===== src/include/tds_reg_map.svh =====
// register map, field positions and fixed numbers of the drop status block
`ifndef TDS_REG_MAP_SVH
`define TDS_REG_MAP_SVH
`define TDS_IDX_ALARM 8'h3b
`define TDS_IDX_JUST 8'h3c
`define TDS_IDX_OBITS 8'h3d
`define TDS_IDX_EXPLBL 8'h3e
`define TDS_IDX_CTRL 8'h3f
`define TDS_IDX_TRIB 8'h40
`define TDS_ADDR_W 10
`define TDS_BIT_RDI 4
`define TDS_BIT_RFI 3
`define TDS_V5_RDI 0
`define TDS_V5_RFI 4
`define TDS_V5_L7 1
`define TDS_V5_L6 2
`define TDS_V5_L5 3
`define TDS_JC_HI 5
`define TDS_JC_LO 2
`define TDS_CTRL_CLR 0
`define TDS_CTRL_STS3 1
`define TDS_CTRL_CONST_HI 3
`define TDS_CTRL_CONST_LO 2
`define TDS_RESP_OK 2'h0
`define TDS_RESP_ERR 2'h2
`define TDS_COL_POH 7'h01
`define TDS_COL_STUFF1 7'h1e
`define TDS_COL_STUFF2 7'h3b
`define TDS_TRIB_MAX 7'h1c
`define TDS_OFS_A 7'h01
`define TDS_OFS_B 7'h1e
`define TDS_OFS_C 7'h3b
`endif


===== src/include/tds_pkg.sv =====
// types shared by the drop status block
package tds_pkg;
  typedef struct packed {
    logic [7:0] data;
    logic v5Stb;
    logic jc1Stb;
    logic jc2Stb;
    logic posJust;
    logic negJust;
    logic colValid;
    logic [8:0] col;
  } tds_drop_bus_t;
  typedef enum logic [1:0] {
    TDS_RD_IDLE = 2'b00,
    TDS_RD_ACK = 2'b01,
    TDS_RD_RESP = 2'b10
  } tds_rd_state_t;
endpackage


===== src/verilog/tds_drop_status_regs.sv =====
// drop bus receive status and monitor registers with axi4-lite slave
// Notes on behaviour
// - v5 bit 8 sets remote defect flag
// - v5 bit 4 sets remote failure flag
// - flags clear on read, relatch if present
// - label field refreshed each v5 byte
// - label mismatch raised when labels differ
// - positive justification counter in bits 7-4
// - negative justification counter in bits 3-0
// - increment during read held, applied afterwards
// - counters clear on reset, control bit, read
// - overhead bits from both justification bytes
// - selector 1..28 picks tributary columns
// - column 1 is path overhead, excluded
// - columns 30 and 59 are fixed stuff
// - sts-3 handled as three sts-1 signals
`timescale 1ns/1ps
`include "tds_reg_map.svh"
module tds_drop_status_regs (
  input wire logic clk,
  input wire logic rstn,
  input wire tds_pkg::tds_drop_bus_t drop,
  input wire logic [`TDS_ADDR_W-1:0] awaddr,
  input wire logic awvalid,
  output logic awready,
  input wire logic [31:0] wdata,
  input wire logic [3:0] wstrb,
  input wire logic wvalid,
  output logic wready,
  output logic [1:0] bresp,
  output logic bvalid,
  input wire logic bready,
  input wire logic [`TDS_ADDR_W-1:0] araddr,
  input wire logic arvalid,
  output logic arready,
  output logic [31:0] rdata,
  output logic [1:0] rresp,
  output logic rvalid,
  input wire logic rready,
  output logic [7:0] tribData,
  output logic tribValid,
  output logic labelMismatch
);
  logic awready_q, wready_q, bvalid_q, arready_q, rvalid_q;
  logic [1:0] bresp_q, rresp_q;
  logic [31:0] rdata_q;
  logic remote_defect_flag_q, remote_failure_flag_q;
  logic rdiActive_q, rfiActive_q;
  logic [2:0] received_label_field_q, expected_label_field_q;
  logic [3:0] positive_just_counter_q, negative_just_counter_q;
  logic posPend_q, negPend_q;
  logic [7:0] received_overhead_bits_q;
  logic counter_clear_control_q, sts3Mode_q;
  logic [1:0] constSel_q;
  logic [6:0] tribSel_q;
  logic [7:0] tribData_q;
  logic tribValid_q, labelMismatch_q;

  // write path: address and data are taken together in one handshake
  wire wrTake = awvalid && wvalid && !awready_q && !bvalid_q;
  wire wrFire = awready_q && awvalid && wready_q && wvalid;
  wire [7:0] wIdx = awaddr[`TDS_ADDR_W-1:2];
  wire wLane0 = wstrb[0];
  wire wHitCtrl = wIdx == `TDS_IDX_CTRL;
  wire wHitLbl = wIdx == `TDS_IDX_EXPLBL;
  wire wHitTrib = wIdx == `TDS_IDX_TRIB;
  wire wMapped = wHitCtrl || wHitLbl || wHitTrib || wIdx == `TDS_IDX_ALARM
                 || wIdx == `TDS_IDX_JUST || wIdx == `TDS_IDX_OBITS;
  wire wrLbl = wrFire && wHitLbl && wLane0;
  wire wrCtrl = wrFire && wHitCtrl && wLane0;
  wire wrTrib = wrFire && wHitTrib && wLane0;

  // read path
  tds_pkg::tds_rd_state_t rdState_q, rdState_d;
  wire rdFire = arready_q && arvalid;
  wire [7:0] rIdx = araddr[`TDS_ADDR_W-1:2];
  wire rdAlarm = rdFire && rIdx == `TDS_IDX_ALARM;
  wire rdJust = rdFire && rIdx == `TDS_IDX_JUST;
  wire rMapped = rIdx == `TDS_IDX_ALARM || rIdx == `TDS_IDX_JUST ||
                 rIdx == `TDS_IDX_OBITS || rIdx == `TDS_IDX_EXPLBL ||
                 rIdx == `TDS_IDX_CTRL || rIdx == `TDS_IDX_TRIB;
  wire [7:0] alarmVal = {3'h0, remote_defect_flag_q, remote_failure_flag_q,
                         received_label_field_q};
  wire [7:0] justVal = {positive_just_counter_q, negative_just_counter_q};
  wire [7:0] ctrlVal = {4'h0, constSel_q, sts3Mode_q, 1'b0};
  wire [7:0] rSel =
    rIdx == `TDS_IDX_ALARM ? alarmVal :
    rIdx == `TDS_IDX_JUST ? justVal :
    rIdx == `TDS_IDX_OBITS ? received_overhead_bits_q :
    rIdx == `TDS_IDX_EXPLBL ? {5'h0, expected_label_field_q} :
    rIdx == `TDS_IDX_CTRL ? ctrlVal :
    rIdx == `TDS_IDX_TRIB ? {1'b0, tribSel_q} : 8'h00;

  always_comb begin
    rdState_d = rdState_q;
    unique case (rdState_q)
      tds_pkg::TDS_RD_IDLE: if (arvalid) rdState_d = tds_pkg::TDS_RD_ACK;
      tds_pkg::TDS_RD_ACK: rdState_d = tds_pkg::TDS_RD_RESP;
      tds_pkg::TDS_RD_RESP: if (rready) rdState_d = tds_pkg::TDS_RD_IDLE;
      default: rdState_d = tds_pkg::TDS_RD_IDLE;
    endcase
  end

  always_ff @(posedge clk or negedge rstn) begin
    if (!rstn) begin
      rdState_q <= tds_pkg::TDS_RD_IDLE;
      arready_q <= 1'b0;
      rvalid_q <= 1'b0;
      rdata_q <= 32'h0;
      rresp_q <= `TDS_RESP_OK;
    end else begin
      rdState_q <= rdState_d;
      arready_q <= rdState_q == tds_pkg::TDS_RD_IDLE && arvalid;
      if (rdFire) begin
        rvalid_q <= 1'b1;
        rdata_q <= {24'h0, rSel};
        rresp_q <= rMapped ? `TDS_RESP_OK : `TDS_RESP_ERR;
      end else if (rvalid_q && rready) begin
        rvalid_q <= 1'b0;
      end
    end
  end

  always_ff @(posedge clk or negedge rstn) begin
    if (!rstn) begin
      awready_q <= 1'b0;
      wready_q <= 1'b0;
      bvalid_q <= 1'b0;
      bresp_q <= `TDS_RESP_OK;
    end else begin
      awready_q <= wrTake;
      wready_q <= wrTake;
      if (wrFire) begin
        bvalid_q <= 1'b1;
        bresp_q <= wMapped ? `TDS_RESP_OK : `TDS_RESP_ERR;
      end else if (bvalid_q && bready) begin
        bvalid_q <= 1'b0;
      end
    end
  end

  // control registers; the clear bit is a one-cycle strobe, reads back 0
  always_ff @(posedge clk or negedge rstn) begin
    if (!rstn) begin
      expected_label_field_q <= 3'h0;
      counter_clear_control_q <= 1'b0;
      sts3Mode_q <= 1'b0;
      constSel_q <= 2'h0;
      tribSel_q <= 7'h0;
    end else begin
      if (wrLbl) expected_label_field_q <= wdata[2:0];
      counter_clear_control_q <= wrCtrl && wdata[`TDS_CTRL_CLR];
      if (wrCtrl) begin
        sts3Mode_q <= wdata[`TDS_CTRL_STS3];
        constSel_q <= wdata[`TDS_CTRL_CONST_HI:`TDS_CTRL_CONST_LO];
      end
      if (wrTrib) tribSel_q <= wdata[6:0];
    end
  end

  // v5 monitoring; active levels persist between v5 bytes so flags relatch
  wire rdiNow = drop.v5Stb ? drop.data[`TDS_V5_RDI] : rdiActive_q;
  wire rfiNow = drop.v5Stb ? drop.data[`TDS_V5_RFI] : rfiActive_q;
  wire [2:0] v5Label = {drop.data[`TDS_V5_L7], drop.data[`TDS_V5_L6],
                        drop.data[`TDS_V5_L5]};
  always_ff @(posedge clk or negedge rstn) begin
    if (!rstn) begin
      rdiActive_q <= 1'b0;
      rfiActive_q <= 1'b0;
      remote_defect_flag_q <= 1'b0;
      remote_failure_flag_q <= 1'b0;
      received_label_field_q <= 3'h0;
      labelMismatch_q <= 1'b0;
    end else begin
      rdiActive_q <= rdiNow;
      rfiActive_q <= rfiNow;
      // set wins over the read clear
      remote_defect_flag_q <= rdiNow | (remote_defect_flag_q & ~rdAlarm);
      remote_failure_flag_q <= rfiNow | (remote_failure_flag_q & ~rdAlarm);
      if (drop.v5Stb) received_label_field_q <= v5Label;
      labelMismatch_q <= received_label_field_q != expected_label_field_q;
    end
  end

  // justification counters wrap at 4 bits; a read clears and defers one count
  wire clrCnt = counter_clear_control_q;
  wire [3:0] posInc = {3'h0, posPend_q} + {3'h0, drop.posJust};
  wire [3:0] negInc = {3'h0, negPend_q} + {3'h0, drop.negJust};
  always_ff @(posedge clk or negedge rstn) begin
    if (!rstn) begin
      positive_just_counter_q <= 4'h0;
      negative_just_counter_q <= 4'h0;
      posPend_q <= 1'b0;
      negPend_q <= 1'b0;
    end else if (clrCnt) begin
      positive_just_counter_q <= 4'h0;
      negative_just_counter_q <= 4'h0;
      posPend_q <= 1'b0;
      negPend_q <= 1'b0;
    end else if (rdJust) begin
      positive_just_counter_q <= 4'h0;
      negative_just_counter_q <= 4'h0;
      posPend_q <= drop.posJust;
      negPend_q <= drop.negJust;
    end else begin
      positive_just_counter_q <= positive_just_counter_q + posInc;
      negative_just_counter_q <= negative_just_counter_q + negInc;
      posPend_q <= 1'b0;
      negPend_q <= 1'b0;
    end
  end

  always_ff @(posedge clk or negedge rstn) begin
    if (!rstn) begin
      received_overhead_bits_q <= 8'h0;
    end else begin
      if (drop.jc1Stb) received_overhead_bits_q[3:0] <= drop.data[`TDS_JC_HI:`TDS_JC_LO];
      if (drop.jc2Stb) received_overhead_bits_q[7:4] <= drop.data[`TDS_JC_HI:`TDS_JC_LO];
    end
  end

  // column decode; in sts-3 the bytes interleave over three sts-1 signals
  wire [8:0] colZ = drop.col - 9'h001;
  wire [8:0] colDiv = colZ / 9'h003;
  wire [8:0] colMod = colZ % 9'h003;
  wire [6:0] stsCol = sts3Mode_q ? colDiv[6:0] + 7'h01 : drop.col[6:0];
  wire constOk = !sts3Mode_q || colMod[1:0] == constSel_q;
  wire isPoh = stsCol == `TDS_COL_POH;
  wire isStuff = stsCol == `TDS_COL_STUFF1 || stsCol == `TDS_COL_STUFF2;
  wire selOk = tribSel_q != 7'h00 && tribSel_q <= `TDS_TRIB_MAX;
  wire colHit = stsCol == tribSel_q + `TDS_OFS_A || stsCol == tribSel_q + `TDS_OFS_B ||
                stsCol == tribSel_q + `TDS_OFS_C;
  wire tribHit = drop.colValid && constOk && selOk && colHit && !isPoh && !isStuff;
  always_ff @(posedge clk or negedge rstn) begin
    if (!rstn) begin
      tribValid_q <= 1'b0;
      tribData_q <= 8'h0;
    end else begin
      tribValid_q <= tribHit;
      if (tribHit) tribData_q <= drop.data;
    end
  end

  assign awready = awready_q;
  assign wready = wready_q;
  assign bvalid = bvalid_q;
  assign bresp = bresp_q;
  assign arready = arready_q;
  assign rvalid = rvalid_q;
  assign rdata = rdata_q;
  assign rresp = rresp_q;
  assign tribData = tribData_q;
  assign tribValid = tribValid_q;
  assign labelMismatch = labelMismatch_q;
endmodule


===== config.mk =====
export PLATFORM = sky130hd
export DESIGN_NAME = tds_drop_status_regs
export DESIGN_NICKNAME = d
export VERILOG_FILES = /design/src/include/tds_pkg.sv /design/src/verilog/tds_drop_status_regs.sv
export VERILOG_INCLUDE_DIRS = /design/src /design/src/include
export SDC_FILE = /design/constraint.sdc
export NUM_CORES = 1
export LEC_CHECK = 0
export BUFFER_PORTS_ARGS = -buffer_cell sky130_fd_sc_hd__buf_2
export CAP_MARGIN = 20
export CORE_AREA = 4 4 106 108
export CTS_CLUSTER_DIAMETER = 30
export DETAILED_ROUTE_END_ITERATION = 10
export DIE_AREA = 0 0 110 112
export PLACE_DENSITY = 0.81
export SYNTH_ARGS = -nofsm -noshare
export SYNTH_HDL_FRONTEND = slang
export SYNTH_SLANG_ARGS = --single-unit

===== constraint.sdc =====
create_clock -name clk -period 4.28 [get_ports clk]
set_input_delay 0.428 -clock clk [delete_from_list [all_inputs] [get_ports clk]]
set_output_delay 0.428 -clock clk [all_outputs]
set_load 0.005 [all_outputs]

## Word level (Yosys, flattened, before mapping)

Index checks and enable logic that the tools add are counted.

- Eq/ne operators: 24
- Bitwise logic cells: 5
- Multiplexer cells: 26
- Divide/modulo/power cells: 2
- Add/subtract/negate cells: 9
- Reduce and logical (&&, ||, !) cells: 49
- $lt $le $gt $ge: 1

Operators with widths:

| kind | count |
|---|---|
| equality test 8 x 6 -> 1 bit, second input constant | 10 |
| 2-to-1 mux 7 bit | 4 |
| logical AND 1 bit | 25 |
| 2-to-1 mux 8 bit | 3 |
| equality test 7 bit | 3 |
| equality test 8 x 7 -> 1 bit, second input constant | 2 |
| 2-to-1 mux 4 bit | 4 |
| adder 7 x 1 -> 7 bit, second input constant | 2 |
| logical OR 1 bit | 14 |
| 2-to-1 mux 1 bit | 10 |
| divider 9 x 2 -> 9 bit, second input constant | 1 |
| modulo 9 x 2 -> 9 bit, second input constant | 1 |
| subtractor 9 x 1 -> 9 bit, second input constant | 1 |
| adder 4 x 2 -> 4 bit | 2 |
| 2-to-1 mux 2 bit | 4 |
| adder 7 x 5 -> 7 bit, second input constant | 1 |
| adder 7 x 6 -> 7 bit, second input constant | 1 |
| equality test 7 x 1 -> 1 bit, second input constant | 1 |
| equality test 7 x 5 -> 1 bit, second input constant | 1 |
| equality test 7 x 6 -> 1 bit, second input constant | 1 |
| less-or-equal comparator 7 x 5 -> 1 bit, second input constant | 1 |
| nonzero test 7 bit | 1 |
| case mux 2 bit (3 select lines) | 1 |
| zero test 1 bit | 5 |
| other kinds (12) | 17 |

- Register bits after elaboration: 67
- Bits of input ports: 86

## Depth between registers and ports, before layout

Gate-level depths: netlist (run 1).

- Depth in word-level cells: 10
- Depth in mapped cells: 43
- Mapped depth without buffers: 36

## Worst setup path before layout (run 1)

No wires, ideal clock.

- Path kind: in2reg
- From: input port drop[0] (netlist bit)
- To: register tribData_q[0], in the netlist tribData[0]
- Arrival time: 8.632 ns
- Slack: -4.477 ns
- Cell stages on the path: 40
- Cell sequence: clkbuf_1 inv_1 ha_1 buf_4 or3b_1 buf_2 or3_4 xor2_2 inv_2 ha_1 or4b_1 a311oi_2 o31a_1 buf_6 o311ai_1 a211o_4 a221oi_4 xnor2_1 (+4 left out) a211o_1 a31o_1 buf_6 ha_1 nand2b_1 nor4_1 a211o_1 clkbuf_1 xor2_1 nand2_1 nor3_1 nor2_1 nor3_1 or4b_1 o311ai_1 o221a_2 buf_6 mux2_4

- Cells in the longest elaborated chain, start to end: 10
- Elaborated cells on any way between the ends: 23
- Those cells by class: 2 x add/sub; 2 x div; 7 x eq/ne; 1 x mux; 11 x reduce/logical

Ends and longest elaborated chain:

| element | RTL line | source |
|---|---|---|
| start, declared | tds_drop_status_regs.sv:22 | `input wire tds_pkg::tds_drop_bus_t drop,` |
| subtractor 9 x 1 -> 9 bit | tds_drop_status_regs.sv:223 | `wire [8:0] colZ = drop.col - 9'h001;` |
| divider 9 x 2 -> 9 bit | tds_drop_status_regs.sv:224 | `wire [8:0] colDiv = colZ / 9'h003;` |
| adder 7 x 1 -> 7 bit | tds_drop_status_regs.sv:226 | `wire [6:0] stsCol = sts3Mode_q ? colDiv[6:0] + 7'h01 : drop.col[6:0];` |
| 2-to-1 mux 7 bit | tds_drop_status_regs.sv:226 |  |
| equality test 7 bit (no line) | -- |  |
| logical OR 1 bit (no line) (2 in a row) | -- |  |
| logical AND 1 bit (2 in a row) | tds_drop_status_regs.sv:233 | `wire tribHit = drop.colValid && constOk && selOk && colHit && !isPoh && !isStuff;` |
| logical AND 1 bit (*) | tds_drop_status_regs.sv:233 |  |
| net tribHit | tds_drop_status_regs.sv:233 |  |
| end signal, assigned | tds_drop_status_regs.sv:240 | `if (tribHit) tribData_q <= drop.data;` |
| end, declared | tds_drop_status_regs.sv:56 | `logic [7:0] tribData_q;` |

The timed path passes the listed nets; every way through them passes the cells marked *.
A chain may end at the register's enable or synchronous reset.

## Worst setup path in the final report (run 1)

- From: input port drop[1] (netlist bit)
- To: register tribData_q[1], in the netlist tribData[1]

- Cells in the longest elaborated chain, start to end: 10
- Elaborated cells on any way between the ends: 23
- Those cells by class: 2 x add/sub; 2 x div; 7 x eq/ne; 1 x mux; 11 x reduce/logical

Ends and longest elaborated chain:

| element | RTL line |
|---|---|
| subtractor 9 x 1 -> 9 bit | tds_drop_status_regs.sv:223 |
| divider 9 x 2 -> 9 bit | tds_drop_status_regs.sv:224 |
| adder 7 x 1 -> 7 bit | tds_drop_status_regs.sv:226 |
| 2-to-1 mux 7 bit | tds_drop_status_regs.sv:226 |
| equality test 7 bit (no line) | -- |
| logical OR 1 bit (no line) (2 in a row) | -- |
| logical AND 1 bit (2 in a row) | tds_drop_status_regs.sv:233 |
| logical AND 1 bit (*) | tds_drop_status_regs.sv:233 |

Mark *: on every way between the ends. The rest lies on a longest branch, timed or not.

==> results of run 1 <==
[critical path, delay by kind of cell]
family          cells  cell delay (ps)
compound gates     14             3810
xor+xnor            2              260
fa+ha+maj           3              570
buf+inv             7              840
mux                 1              300
simple gates        9             1930
[flip-flops by register name, indices dropped and copies added (netlist names), 2 cells and up]
register	count
constSel_q	2
rdata	8
received_label_field_q	3
expected_label_field_q	3
tribData	8
rdState_q	2
positive_just_counter_q	4
negative_just_counter_q	4
tribSel_q	7
received_overhead_bits_q	8
[report_power, final]
part / switching (mW) / internal, mW / leakage [nW]
combinational: 0.466 / 0.447 / 2.57
clock: 0.250 / 0.347 / 0.114
sequential: 0.0703 / 0.695 / 0.835
[logic make-up after synthesis]
family / after synthesis / share of synthesized area, %
muxes: 52 / 10.7
AOI/OAI and AO/OA: 147 / 19.9
and+or+nand+nor: 232 / 21.5
xor gates and xnor gates: 37 / 6.21
DFF: 65 / 29.3
adders and majority gates: 16 / 3.87
other: 1 / 0.0675
buffers and inverters: 87 / 8.46
[final cells by class]
class,count,share of cell area (%)
multi-input combinational,511,51.4
clock inverter,5,1.14
sequential,65,21.4
clock buffer,10,1.81
inverter,27,1.50
tap,136,2.24
timing repair buffer,226,20.5
[worst max path at each step]
| stage | start | to | slack [ps] |
|---|---|---|---|
| 4_1_cts | drop[1] | tribData[1]$_DFFE_PN0P_ | -3420 |
| 2_1_floorplan | drop[0] | tribData[0]$_DFFE_PN0P_ | -4000 |
| 3_5_place_dp | drop[1] | tribData[3]$_DFFE_PN0P_ | -4000 |
| 6_report | drop[1] | tribData[1]$_DFFE_PN0P_ | -3640 |
| 5_1_grt | drop[1] | tribData[1]$_DFFE_PN0P_ | -3920 |
| 3_3_place_gp | drop[1] | tribData[2]$_DFFE_PN0P_ | -3770 |
[layout by cell type (no fill, tap or decap), types with 16 or more instances in the layout]
| cell | n |
|---|---|
| buf_4 | 142 |
| buf_2 | 76 |
| dfrtp_1 | 65 |
| nand2_1 | 54 |
| nor2_1 | 53 |
| o21ai_0 | 32 |
| mux2_2 | 26 |
| conb_1 | 26 |
| xnor2_1 | 25 |
| a21oi_1 | 24 |
| inv_1 | 23 |
| nor3_1 | 20 |
| nand3_1 | 16 |
| mux2i_1 | 16 |
[per-layer routing]
layer / share of wire (%) / wire length [um] / global-route usage, % / vias up
li1: - / - / - / 2681
met1: 39 / 7490 / 38.7 / 2890
met2: 49 / 9470 / 49.2 / 393
met3: 8.0 / 1550 / 6.67 / 98
met4: 4.4 / 861 / 13.4 / 0
met5: 0 / 0 / 0 / -
[timing repair]
item	4_1_cts	5_1_grt
endpoints found under the setup margin	9	9
endpoints found under the hold margin	0	0
pin swaps	34	28
cloned	2	0
gates resized for setup	26	31
setup buffers	15	11
==> results.cfg, run 1 <==
[clock_network]
cts_buffer_depth = 2
htreeDepth = 3
cts_tree = done
cts_root_buf = clkbuf_8
clkSlewWorstSetupHoldPaths_ps = 80
worstSkewPairLatency_ps = 350
hold_buffers = 0
cts_buffers = 9
cts.sinks = 65

[sta]
rsz0062_at_grt = true
setup_ws_ps = -3640
fmax_mhz = 126
fin_crit_ps = 7920
slew_violations = 0
setup-tns-final_ps = -32220
slew_headroom_pct = 33.2
hold_viol = 0
setup_viol = 9
fin_skew_ps = 6.11
tightest_slew_ps = 995
post-route-period-util_pct = 185
whs_ps = 236

[outcome]
violations = setup timing
outcome = finished, violations left

[die]
die_x_um = 110
coreArea_um2 = 10200
io_pins = 137
die_area_um2 = 12300
start_util_pct = 54.3
die_h_um = 112
rows = 37

[worst_setup_path]
r2r_cells = 13
rrSetupSlack_ps = 540
crit_type = in2reg
critPathRequiredTime_ps = 4510
start_kind = input pin
worstPathArrival_ps = 8150
reg2reg_to = tribData[1]$_DFFE_PN0P_
setup.worst_path.end_class = flip-flop
cpMaxStageDelayCell = or4_4
cpPeakStageDelay_ps = 570
r2r_start = sts3Mode_q$_DFFE_PN0P_
cp_max_fo = 7

[route]
route.detailed.drc = 0
vias = 6062
initialDrtViolationCount = 509
antenna_left = 0
firstDrtPassIters = 5
wirelength_mm = 19.4
routed_via_density = 6.19
wl_per_cell_um = 19.8

[yosys]
synth_flop_cell = dfrtp_1
synth-edff-count = 0
synth.top_cells.by_area = dfrtp_1 29%, mux2_2 5.3%, xnor2_1 4.3%
synth_top_area_share_pct = 29.3
synth-async-reset-ratio_pct = 100
yosysTopAreaCell = dfrtp_1
synth_common_cells = 65 x dfrtp_1, 55 x nand2_1, 55 x nor2_1
ys_ff_latch = 65
yosys_warnings = 0
syn_inst = 637
ys_seq_area_share_pct = 29.3
synth_cell_types = 93
syn_area_um2 = 5560
synth.most_common_cell = dfrtp_1
syn_area_per_cell_um2 = 8.73

[global_route]
grt_max_degree = 66
grt_pass1_wl_mm = 29.9
antenna_found_initial = 0
overflow = 0
grt_pass1_vias = 6011
track_usage_pct = 30.5

[cells_and_area]
antenna_cells = 0
final-seq-area_um2 = 1630
fin_nets = 942
drive_gt1_share_pct = 40.5
synthToLayoutAreaGrowth_pct = 36.7
final_cells = 980
final_util_pct = 74.2
postLayoutCellArea_um2 = 7590
multi_input_area_um2 = 3900
fill_cells = 676

[hold_path]
hold_class = in2async

[power]
p_per_area_nw_per_um2 = 300
total_power_mw = 2.27
peakVddDrop_v = 0.000425
p_leak_nw = 3.52

[placement]
hpwlAfterDp_mm = 13.2
dp_slack_ps = -4000
place_area_um2 = 6900
place_congestion = 0.942
io_buffer_count = 78
dp_cells = 941

[job]
drv_cap = 0
Power figures use the tool's default switching activity.
==> run 2, diff against run 1 <==
Settings changed: CAP_MARGIN 20 to not set, CORE_AREA 4 4 106 108 to 4 4 122 124, DIE_AREA 0 0 110 112 to 0 0 126 128, PLACE_DENSITY 0.81 to not set.
==> results.cfg, run 2 (synthesized netlist as in run 1, its figures left out) <==
[sta]
setup-tns-final_ps = -30630
setup_viol = 9
slew_violations = 0
fmax_mhz = 129
post-route-period-util_pct = 181
hold_viol = 0
fin_skew_ps = 7.63
slew_headroom_pct = 38.0
fin_crit_ps = 7740
rsz0062_at_grt = true
setup_ws_ps = -3460
tightest_slew_ps = 923

[route]
initialDrtViolationCount = 285
route.detailed.drc = 0
firstDrtPassIters = 5
wirelength_mm = 17.1
antenna_left = 0
vias = 5479
wl_per_cell_um = 16.7
routed_via_density = 5.35

[die]
start_util_pct = 40.4
io_pins = 137
rows = 43
coreArea_um2 = 13800
die_x_um = 126
die_area_um2 = 16100
die_h_um = 128

[placement]
dp_slack_ps = -3960
hpwlAfterDp_mm = 13.4
io_buffer_count = 78
place_congestion = 0.925

[cells_and_area]
synthToLayoutAreaGrowth_pct = 37.8
final_util_pct = 55.6
drive_gt1_share_pct = 39.4
fill_cells = 1254
final_cell_mix = 147 x buf_4, 76 x buf_2, 65 x dfrtp_1
antenna_cells = 0
fin_nets = 942
final_common_cell = buf_4

[worst_setup_path]
cp_top_family = simple AND/OR/NAND/NOR gates
r2r_cells = 14
worstPathArrival_ps = 7930
path_buf_inv = 6
start_kind = input pin
cp_max_fo = 7
reg2reg_to = tribData[3]$_DFFE_PN0P_
cpPeakStageDelay_ps = 510
rrSetupSlack_ps = 780
crit_top_cell = ha_4
r2r_start = sts3Mode_q$_DFFE_PN0P_
critPathRequiredTime_ps = 4480
cpMaxStageDelayCell = or4b_4
setup.worst_path.end_class = flip-flop
crit_type = in2reg

[clock_network]
clkSlewWorstSetupHoldPaths_ps = 60
cts.sinks = 65
htreeDepth = 3
worstSkewPairLatency_ps = 320
cts_tree = done
cts_root_buf = clkbuf_16
cts_buffers = 9
cts_buffer_depth = 2

[outcome]
outcome = finished, violations left
violations = setup timing

[job]
drv_cap = 0

[global_route]
antenna_found_initial = 0
track_usage_pct = 20.6
grt_max_degree = 34
grt_pass1_wl_mm = 27.6
overflow = 0
grt_pass1_vias = 5625

[power]
p_leak_nw = 3.56
peakVddDrop_v = 0.000328
p_per_area_nw_per_um2 = 314
total_power_mw = 2.41

[hold_path]
hold_class = in2async
[run 2: report_power, final]
group / leakage [nW] / switching, mW / internal (mW) / total, mW
Combinational: 2.56 / 0.423 / 0.438 / 0.861
Clock: 0.162 / 0.270 / 0.516 / 0.786
Sequential: 0.835 / 0.0655 / 0.696 / 0.761
[run 2: layout make-up]
type,count,area (um2),share of cell area (%)
Timing Repair Buffer,227,1560,20.3
Clock buffer,9,225,2.94
Sequential cell,65,1630,21.2
Clock inverter,7,103,1.34
Tap cell,180,225,2.94
Inverter,27,118,1.54
Multi-Input combinational cell,510,3800,49.7
[run 2: worst max path at each step]
stage          startpoint  depth (start not counted)                      end
2_1_floorplan     drop[0]                         40  tribData[0]$_DFFE_PN0P_
5_1_grt           drop[1]                         40  tribData[3]$_DFFE_PN0P_
4_1_cts           drop[0]                         37  tribData[3]$_DFFE_PN0P_
3_5_place_dp      drop[1]                         35  tribData[4]$_DFFE_PN0P_
6_report          drop[0]                         38  tribData[3]$_DFFE_PN0P_
3_3_place_gp      drop[1]                         35  tribData[0]$_DFFE_PN0P_
[run 2: per-layer routing]
metal | up-vias | track usage (%) | share of wire (%)
li1 | 2686 | - | -
met1 | 2622 | 27.3 | 44
met2 | 149 | 35.7 | 50
met3 | 22 | 3.00 | 4.5
met4 | 0 | 4.86 | 1.6
met5 | - | 0 | 0
[run 2: what timing repair did]
action	4_1_cts	5_1_grt
buffers inserted	16	4
setup endpoints to repair	9	9
pin swaps	19	7
cloned	1	0
endpoints found under the hold margin	0	0
hold buffers	0	0
gates resized for setup	20	16
[run 2: through the flow]
stage | hold WS [ps] | instance area, um2 | instances
finish | 172 | 7660 | 1025
global route | 238 | 7660 | 1025
CTS | 196 | 7540 | 1022
detailed placement | 462 | 6980 | 989
global placement | 438 | 6980 | 989
floorplan | 132 | 5800 | 662
